`config.mk`:
```
export PLATFORM = sky130hd
export DESIGN_NAME = i2cms_seq
export DESIGN_NICKNAME = d
export VERILOG_FILES = /design/src/inc/i2cms_pkg.sv /design/src/i2cms_seq.sv
export SDC_FILE = /design/constraint.sdc
export NUM_CORES = 1
export LEC_CHECK = 0
export BUFFER_PORTS_ARGS = -buffer_cell sky130_fd_sc_hd__buf_2
export CAP_MARGIN = 0
export CORE_MARGIN = 4
export CORE_UTILIZATION = 47
export CTS_CLUSTER_SIZE = 40
export DETAILED_ROUTE_END_ITERATION = 7
export PLACE_DENSITY_LB_ADDON = 0.15
export SYNTH_ARGS = -nofsm -noshare
export SYNTH_HDL_FRONTEND = slang
export SYNTH_SLANG_ARGS = --single-unit
export TNS_END_PERCENT = 1
```
`constraint.sdc`:
```
create_clock -name pclk -period 1.7 [get_ports pclk]
set_input_delay 0.255 -clock pclk [delete_from_list [all_inputs] [get_ports pclk]]
set_output_delay 0.255 -clock pclk [all_outputs]
set_load 0.1 [all_outputs]
```
`src/inc/i2cms_pkg.sv`:
```
// Constants, state codes and register map of the transfer sequencer
// Assumes a 20 MHz APB clock and an open-drain two-wire bus
package i2cms_pkg;
    // Bus timing, one quarter of an SCL period
    localparam int unsigned CLK_NS   = 50;
    localparam int unsigned QTR_NS   = 2500;
    localparam int unsigned QTR_CYC  = QTR_NS / CLK_NS;
    localparam logic [5:0]  QTR_LAST = 6'(QTR_CYC - 1);
    // Register indices, byte address is four times the index
    localparam logic [11:0] IDX_DATA = 12'hf50;
    localparam logic [11:0] IDX_STAT = 12'hf51;
    localparam logic [11:0] IDX_CTRL = 12'hf52;
    // Status bit positions
    localparam int unsigned SB_TXE   = 7;
    localparam int unsigned SB_RXF   = 6;
    localparam int unsigned SB_ACK   = 5;
    localparam int unsigned SB_RD    = 3;
    localparam int unsigned SB_BUSY  = 1;
    localparam int unsigned SB_NACKI = 0;
    // Control bit positions
    localparam int unsigned CB_EN    = 7;
    localparam int unsigned CB_START = 6;
    localparam int unsigned CB_STOP  = 5;
    localparam int unsigned CB_TXIRQ = 4;
    localparam int unsigned CB_NAK   = 3;
    localparam int unsigned CB_FLUSH = 2;
    // Values after reset
    localparam logic [7:0]  DATA_RST = 8'h00;
    localparam logic        TXE_RST  = 1'h1;

    typedef enum logic [2:0] {
        ST_IDLE  = 3'b000,
        ST_START = 3'b001,
        ST_BIT   = 3'b010,
        ST_ACK   = 3'b011,
        ST_HOLD  = 3'b100,
        ST_STOP  = 3'b101
    } i2cms_state_t;

    function automatic logic i2cms_hit(input logic [13:0] a, input logic [11:0] idx);
        return a == {idx, 2'h0};
    endfunction : i2cms_hit
endpackage : i2cms_pkg

```
`src/i2cms_seq.sv`:
```
// Two-wire master transfer sequencer with APB register access
// Assumes open-drain SCL/SDA resolved outside, pins asynchronous to pclk
//
// The address map and the APB register port were chosen for this implementation.
`timescale 1ns/1ns
module i2cms_seq
    import i2cms_pkg::*;
(
    // Clock and reset
    input  wire logic        pclk,
    input  wire logic        presetn,
    // APB slave
    input  wire logic        psel,
    input  wire logic        penable,
    input  wire logic        pwrite,
    input  wire logic [13:0] paddr,
    input  wire logic [31:0] pwdata,
    output logic      [31:0] prdata,
    output logic             pready,
    output logic             pslverr,
    // Two-wire pins
    input  wire logic        scl_i,
    output logic             scl_o,
    output logic             scl_oe,
    input  wire logic        sda_i,
    output logic             sda_o,
    output logic             sda_oe,
    // Interrupt request
    output logic             irq
);
    i2cms_state_t st_ff, nxt_st;
    logic [1:0]  ph_ff, nxt_ph;
    logic [5:0]  qcnt_ff, nxt_qcnt;
    logic [2:0]  bcnt_ff, nxt_bcnt;
    logic [7:0]  sh_ff, nxt_sh;
    logic [7:0]  data_ff, nxt_data;
    logic        first_ff, nxt_first;
    logic        rd_ff, nxt_rd;
    logic        en_ff, nxt_en;
    logic        start_ff, nxt_start;
    logic        stop_ff, nxt_stop;
    logic        txie_ff, nxt_txie;
    logic        nak_ff, nxt_nak;
    logic        txe_ff, nxt_txe;
    logic        rxf_ff, nxt_rxf;
    logic        ack_ff, nxt_ack;
    logic        nacki_ff, nxt_nacki;
    logic        scl_oe_ff, nxt_scl_oe;
    logic        sda_oe_ff, nxt_sda_oe;
    logic [31:0] prdata_ff, nxt_prdata;
    logic        sda_m_ff, sda_s_ff;
    logic        scl_m_ff, scl_s_ff;
    logic        sda_v;
    logic [7:0]  stat_val, ctrl_val;

    // Pin synchronisers
    always_ff @(posedge pclk or negedge presetn) begin
        if (!presetn) begin
            sda_m_ff <= 1'h1;
            sda_s_ff <= 1'h1;
            scl_m_ff <= 1'h1;
            scl_s_ff <= 1'h1;
        end else begin
            sda_m_ff <= sda_i;
            sda_s_ff <= sda_m_ff;
            scl_m_ff <= scl_i;
            scl_s_ff <= scl_m_ff;
        end
    end

    // APB decode
    wire       acc     = psel & penable;
    wire       hit_dat = i2cms_hit(paddr, IDX_DATA);
    wire       hit_sta = i2cms_hit(paddr, IDX_STAT);
    wire       hit_ctl = i2cms_hit(paddr, IDX_CTRL);
    wire       wr_dat  = acc & pwrite & hit_dat;
    wire       rd_dat  = acc & ~pwrite & hit_dat;
    wire       wr_ctl  = acc & pwrite & hit_ctl;
    wire [7:0] wb      = pwdata[7:0];
    wire       flush   = wr_ctl & wb[CB_FLUSH];

    // Bit timing
    wire phased   = (st_ff != ST_IDLE) && (st_ff != ST_HOLD);
    wire stall    = ~scl_oe_ff & ~scl_s_ff;
    wire tick     = phased & ~stall & (qcnt_ff == QTR_LAST);
    wire done     = tick & (ph_ff == 2'h3);
    wire smp      = tick & (ph_ff == 2'h2);
    wire rx_mode  = rd_ff & ~first_ff;
    wire first_tx = (st_ff == ST_BIT) & done & (bcnt_ff == 3'h0) & ~rx_mode;
    wire ack_smp  = (st_ff == ST_ACK) & smp & ~rx_mode;
    wire tx_end   = (st_ff == ST_ACK) & done & ~rx_mode;
    wire rx_end   = (st_ff == ST_ACK) & done & rx_mode;
    wire clr_strt = (st_ff == ST_START) & done;
    wire clr_stop = (st_ff == ST_STOP) & done;

    // Pull-down wanted on SDA per state, one drives the wire low
    always_comb begin
        case (st_ff)
            ST_START: sda_v = (ph_ff == 2'h3);
            ST_STOP:  sda_v = (ph_ff != 2'h3);
            ST_BIT:   sda_v = ~rx_mode & ~sh_ff[7];
            ST_ACK:   sda_v = rx_mode & ~nak_ff;
            default:  sda_v = 1'h0;
        endcase
    end

    assign nxt_scl_oe = (st_ff == ST_HOLD) | (phased & ~ph_ff[1]);
    assign nxt_sda_oe = (st_ff == ST_IDLE) ? 1'h0 :
                        ((st_ff == ST_HOLD) | (ph_ff == 2'h0)) ? sda_oe_ff : sda_v;
    assign nxt_qcnt   = (~phased | tick) ? 6'h00 :
                        stall ? qcnt_ff : 6'(qcnt_ff + 6'h01);

    // Transfer sequencing
    always_comb begin
        nxt_st    = st_ff;
        nxt_ph    = tick ? 2'(ph_ff + 2'h1) : ph_ff;
        nxt_sh    = sh_ff;
        nxt_bcnt  = bcnt_ff;
        nxt_first = first_ff;
        nxt_rd    = rd_ff;
        case (st_ff)
            ST_IDLE: begin
                if (en_ff & start_ff) begin
                    nxt_st = ST_START;
                end
            end
            ST_START: begin
                if (done) begin
                    nxt_st    = ST_BIT;
                    nxt_sh    = data_ff;
                    nxt_rd    = data_ff[0];
                    nxt_first = 1'h1;
                    nxt_bcnt  = 3'h0;
                end
            end
            ST_BIT: begin
                if (smp & rx_mode) begin
                    nxt_sh = {sh_ff[6:0], sda_s_ff};
                end
                if (done) begin
                    if (~rx_mode) begin
                        nxt_sh = {sh_ff[6:0], 1'h0};
                    end
                    nxt_bcnt = 3'(bcnt_ff + 3'h1);
                    if (bcnt_ff == 3'h7) begin
                        nxt_st = ST_ACK;
                    end
                end
            end
            ST_ACK: begin
                if (done) begin
                    nxt_st    = ST_HOLD;
                    nxt_first = 1'h0;
                end
            end
            ST_HOLD: begin
                if (stop_ff) begin
                    nxt_st = ST_STOP;
                end else if (start_ff) begin
                    nxt_st = ST_START;
                end else if (~nacki_ff & (rx_mode ? ~rxf_ff : ~txe_ff)) begin
                    nxt_st = ST_BIT;
                    if (~rx_mode) begin
                        nxt_sh = data_ff;
                    end
                end
            end
            ST_STOP: begin
                if (done) begin
                    nxt_st = ST_IDLE;
                    nxt_rd = 1'h0;
                end
            end
            default: nxt_st = ST_IDLE;
        endcase
        if (~en_ff) begin
            nxt_st = ST_IDLE;
            nxt_ph = 2'h0;
        end
    end

    // Control register, a written one wins over the hardware clear
    assign nxt_en    = wr_ctl ? wb[CB_EN] : en_ff;
    assign nxt_txie  = wr_ctl ? wb[CB_TXIRQ] : txie_ff;
    assign nxt_start = wr_ctl ? wb[CB_START] : (clr_strt ? 1'h0 : start_ff);
    assign nxt_stop  = wr_ctl ? wb[CB_STOP] : (clr_stop ? 1'h0 : stop_ff);
    assign nxt_nak   = wr_ctl ? wb[CB_NAK] : (clr_stop ? 1'h0 : nak_ff);

    assign nxt_txe   = wr_dat ? 1'h0 : ((first_tx | flush) ? 1'h1 : txe_ff);
    assign nxt_rxf   = rx_end ? 1'h1 : (rd_dat ? 1'h0 : rxf_ff);
    assign nxt_data  = rx_end ? sh_ff : (wr_dat ? wb : data_ff);
    assign nxt_ack   = ack_smp ? ~sda_s_ff : ack_ff;
    wire   tx_refuse = tx_end & ~ack_ff & ~stop_ff & ~start_ff;
    wire   rx_refuse = rx_end & nak_ff;
    assign nxt_nacki = (tx_refuse | rx_refuse) ? 1'h1 : (clr_stop ? 1'h0 : nacki_ff);

    // Read data
    always_comb begin
        stat_val           = 8'h00;
        stat_val[SB_TXE]   = txe_ff;
        stat_val[SB_RXF]   = rxf_ff;
        stat_val[SB_ACK]   = ack_ff;
        stat_val[SB_RD]    = rd_ff;
        stat_val[SB_BUSY]  = (st_ff != ST_IDLE);
        stat_val[SB_NACKI] = nacki_ff;
        ctrl_val           = 8'h00;
        ctrl_val[CB_EN]    = en_ff;
        ctrl_val[CB_START] = start_ff;
        ctrl_val[CB_STOP]  = stop_ff;
        ctrl_val[CB_TXIRQ] = txie_ff;
        ctrl_val[CB_NAK]   = nak_ff;
    end
    assign nxt_prdata = ~(psel & ~penable) ? prdata_ff :
                        hit_dat ? {24'h000000, data_ff} :
                        hit_sta ? {24'h000000, stat_val} :
                        hit_ctl ? {24'h000000, ctrl_val} : 32'h00000000;

    always_ff @(posedge pclk or negedge presetn) begin
        if (!presetn) begin
            st_ff     <= ST_IDLE;
            ph_ff     <= 2'h0;
            qcnt_ff   <= 6'h00;
            bcnt_ff   <= 3'h0;
            sh_ff     <= 8'h00;
            data_ff   <= DATA_RST;
            first_ff  <= 1'h0;
            rd_ff     <= 1'h0;
            en_ff     <= 1'h0;
            start_ff  <= 1'h0;
            stop_ff   <= 1'h0;
            txie_ff   <= 1'h0;
            nak_ff    <= 1'h0;
            txe_ff    <= TXE_RST;
            rxf_ff    <= 1'h0;
            ack_ff    <= 1'h0;
            nacki_ff  <= 1'h0;
            scl_oe_ff <= 1'h0;
            sda_oe_ff <= 1'h0;
            prdata_ff <= 32'h00000000;
        end else begin
            st_ff     <= nxt_st;
            ph_ff     <= nxt_ph;
            qcnt_ff   <= nxt_qcnt;
            bcnt_ff   <= nxt_bcnt;
            sh_ff     <= nxt_sh;
            data_ff   <= nxt_data;
            first_ff  <= nxt_first;
            rd_ff     <= nxt_rd;
            en_ff     <= nxt_en;
            start_ff  <= nxt_start;
            stop_ff   <= nxt_stop;
            txie_ff   <= nxt_txie;
            nak_ff    <= nxt_nak;
            txe_ff    <= nxt_txe;
            rxf_ff    <= nxt_rxf;
            ack_ff    <= nxt_ack;
            nacki_ff  <= nxt_nacki;
            scl_oe_ff <= nxt_scl_oe;
            sda_oe_ff <= nxt_sda_oe;
            prdata_ff <= nxt_prdata;
        end
    end

    // Outputs
    assign prdata  = prdata_ff;
    assign pready  = 1'h1;
    assign pslverr = acc & ~(hit_dat | hit_sta | hit_ctl);
    assign scl_o   = 1'h0;
    assign sda_o   = 1'h0;
    assign scl_oe  = scl_oe_ff;
    assign sda_oe  = sda_oe_ff;
    assign irq     = en_ff & ((txie_ff & txe_ff) | rxf_ff | nacki_ff);
endmodule : i2cms_seq

```
==> key figures <==
Clock network
  – TritonCTS Buffers: 5
  – Clock edge transition at the registers on the reported setup and hold paths: 110 ps
  – CTS Buffer Depth: 2
  – Worst skew pair latency: 320 ps
  – Clk sink count: 55
  – H-tree depth: 2
  – CTS tree: built
  – Root Driver: clkbuf_8

Placed design
  – Port Buffers: 40
  – DP Cell Count: 472
  – Dpl hpwl: 5570 um
  – Global placer's final weighted congestion: 0.779

Layout
  – Commonest non-fill, non-tap cell in the layout: dfrtp_1
  – Fin nets: 466
  – Diodes inserted: 0
  – Post-layout util: 59.9%
  – Final Non-Filler Cells: 483
  – Layout area overhead: 21.5%
  – Most frequent cells in the layout: 50 x dfrtp_1, 45 x buf_4, 38 x buf_2, 27 x nand2_1, 27 x conb_1
  – Layout cells sized above 1: 30.5%

Logic synthesis
  – Syn Inst Count: 325
  – Syn Area/Cell: 9.79 um^2
  – Leading register cell type out of synthesis: dfrtp_1
  – Cell Area, Synth: 3180 um^2
  – Register bit total from synthesis: 55
  – EDFF count, synth: 0
  – Ys Warns: 0
  – Synth cell types: 58
  – Asr flop ratio synth: 100%
  – Seq/Total Area, Yosys: 43.4%

Critical path
  – CP Buf/Inv Count: 2
  – R2r setup slk: -70 ps
  – Crit-path max FO: 8
  – Worst Setup Start Kind: flop
  – Reg2reg path depth: 8
  – CP Capture Point: sh_ff[3]
  – Reg2Reg Launch Point: qcnt_ff[1]
  – Crit-path cells: inv_1, ha_1, nor2b_1, buf_4, nand4_4, a22oi_4, a21boi_4, a2bb2oi_1
  – Critical Path Max Stage Delay: 390 ps
  – Worst setup path startpoint: qcnt_ff[1]
  – Kind of critical path: reg -> reg
  – Reg-to-Reg End: sh_ff[3]
  – Worst EP arrival: 2020 ps
  – CP top delay family: compound AO/OA/AOI/OAI gates
  – Worst Setup End Kind: flop
  – Crit path required time: 1950 ps
  – Critical Path Stages: 8
  – Slowest cell on crit path: dfrtp_1

GRT
  – Initial antenna violation count: 0
  – Tot GR Track Use: 18.5%
  – Vias in the first global route: 2433
  – GRT Residual Overflow: 0
  – First-pass GRT wire length: 12400 um
  – Largest net degree at the start of global routing: 56

Pwr
  – PD cells: 671 nW/um^2
  – Leak Pwr: 1.87 nW
  – Peak VDD IR: 0.487 mV
  – Total Power: 2.60 mW

Die
  – Die Ht: 90.3 um
  – I/O Pins: 92
  – # rows: 29
  – DIE WIDTH: 90.3 um
  – Core Area: 6460 um^2
  – Initial Util: 49.3%
  – Die area: 8150 um^2

STA
  – Period utilisation layout: 104%
  – Fin crit period: 1770 ps
  – Final Hold Violating Endpoints: 0
  – Final setup viols: 11
  – Worst setup margin: -73.2 ps
  – Slew Viols, Final: 0
  – FMAX: 564 MHz
  – Unrepaired setup endpoints after global routing: yes
  – Setup Skew: 10.1 ps
  – Setup TNS: -440 ps

Hold path
  – Hold WC Path Type: in -> reg

Job
  – Number of max-cap violations: 0

Route
  – Vias per cell: 5.40
  – DR pass1 iterations: 4
  – Post-DRT Antenna Nets: 0
  – DR iter-0 viols: 172
  – Via count: 2610
  – Routed length per instance: 15.2 um
  – DRT Wirelength: 7360 um
  – DRC violations left: 0

Outcome
  – Failing checks: setup timing
  – Status: complete, but fails checks
==> cells in the mapped netlist, types with 5 or more instances <==
cell | count | share of area (%)
dfrtp_1 | 50 | 39
buf_4 | 28 | 6.6
nand2_1 | 28 | 3.3
nor2_1 | 27 | 3.2
mux2i_1 | 13 | 4.1
o21ai_1 | 12 | 1.9
o21ai_0 | 10 | 1.6
inv_1 | 9 | 1.1
nor2b_1 | 9 | 1.8
a2bb2oi_1 | 8 | 2.2
ha_1 | 8 | 3.1
mux2_2 | 8 | 2.8
o22ai_1 | 8 | 1.6
a21oi_1 | 7 | 1.1
nand3_1 | 7 | 1.1
clkbuf_1 | 6 | 0.71
nand2b_1 | 6 | 1.2
nand4_1 | 6 | 1.2
dfstp_2 | 5 | 4.1
==> cell families (layout without fill, tap and decap cells) <==
logic type,after synthesis,count (layout),synth area share [%]
simple gates,108,108,18.5
compound gates,76,76,16.9
flops,55,55,43.4
buf+inv,49,105,9.24
mux,21,21,6.92
fa+ha+maj,8,8,3.14
xor+xnor,6,6,1.65
other cells,2,27,0.236
==> layer usage <==
| layer | wire length [um] | vias to the layer above | global-route usage [%] |
|---|---|---|---|
| met4 | 107 | 0 | 5.61 |
| met5 | 0 | - | 0 |
| li1 | - | 1261 | - |
| met1 | 3470 | 1257 | 26.9 |
| met2 | 3290 | 84 | 27.6 |
| met3 | 484 | 8 | 4.00 |
==> power breakdown <==
part | leakage (nW) | internal (mW) | switching [mW]
Clock | 0.0485 | 0.297 | 0.466
Combinational | 1.12 | 0.0709 | 0.430
Sequential | 0.702 | 1.33 | 0.00610
==> registers in the layout, indices dropped and copies added (netlist names), 2 cells and up <==
name / flops
sh_ff: 8
prdata: 8
data_ff: 8
ph_ff: 2
qcnt_ff: 6
st_ff: 3
bcnt_ff: 3
==> how the worst min path moves through the flow <==
stage | startpoint | end | slack, ps | cells past startpoint
4_1_cts | scl_i | scl_m_ff | 20 | 1
3_3_place_gp | presetn | qcnt_ff[0] | 270 | 2
3_5_place_dp | presetn | qcnt_ff[0] | 280 | 2
5_1_grt | sda_i | sda_m_ff | 3 | 1
2_1_floorplan | presetn | ack_ff | -40 | 0
6_report | scl_i | scl_m_ff | 30 | 1
==> worst reg2reg max path, stage by stage (launching register included) <==
cell,delay [ps]
dfrtp_1,390
inv_1,60
ha_1,120
nor2b_1,130
buf_4,140
nand4_4,170
a22oi_4,200
a21boi_4,320
a2bb2oi_1,190
==> cell type report <==
class / count / area [um^2]
multi-input combinational: 246 / 1650
clock buffer: 5 / 68.8
tap: 77 / 96.3
timing repair buffer: 88 / 618
fill: 567 / 2590
inverter: 9 / 33.8
sequential: 55 / 1380
clock inverter: 3 / 22.5
==> metrics by stage <==
step / hold WS (ps) / instance area, um^2 / worst slack (ps)
floorplan: -40.6 / 3290 / -522
global placement: 274 / 3720 / -148
detailed placement: 276 / 3720 / -182
CTS: 17.0 / 3850 / -78.1
global route: 3.12 / 3870 / -197
finish: 27.4 / 3870 / -73.2
==> repair_timing <==
item	in CTS	in global routing
pin swaps	2	2
buffers inserted	2	0
setup endpoints to repair	16	25
hold buffers	1	0
resized for setup	5	5
hold endpoints to repair	50	0
No activity file was read; power rests on OpenSTA's default activity.
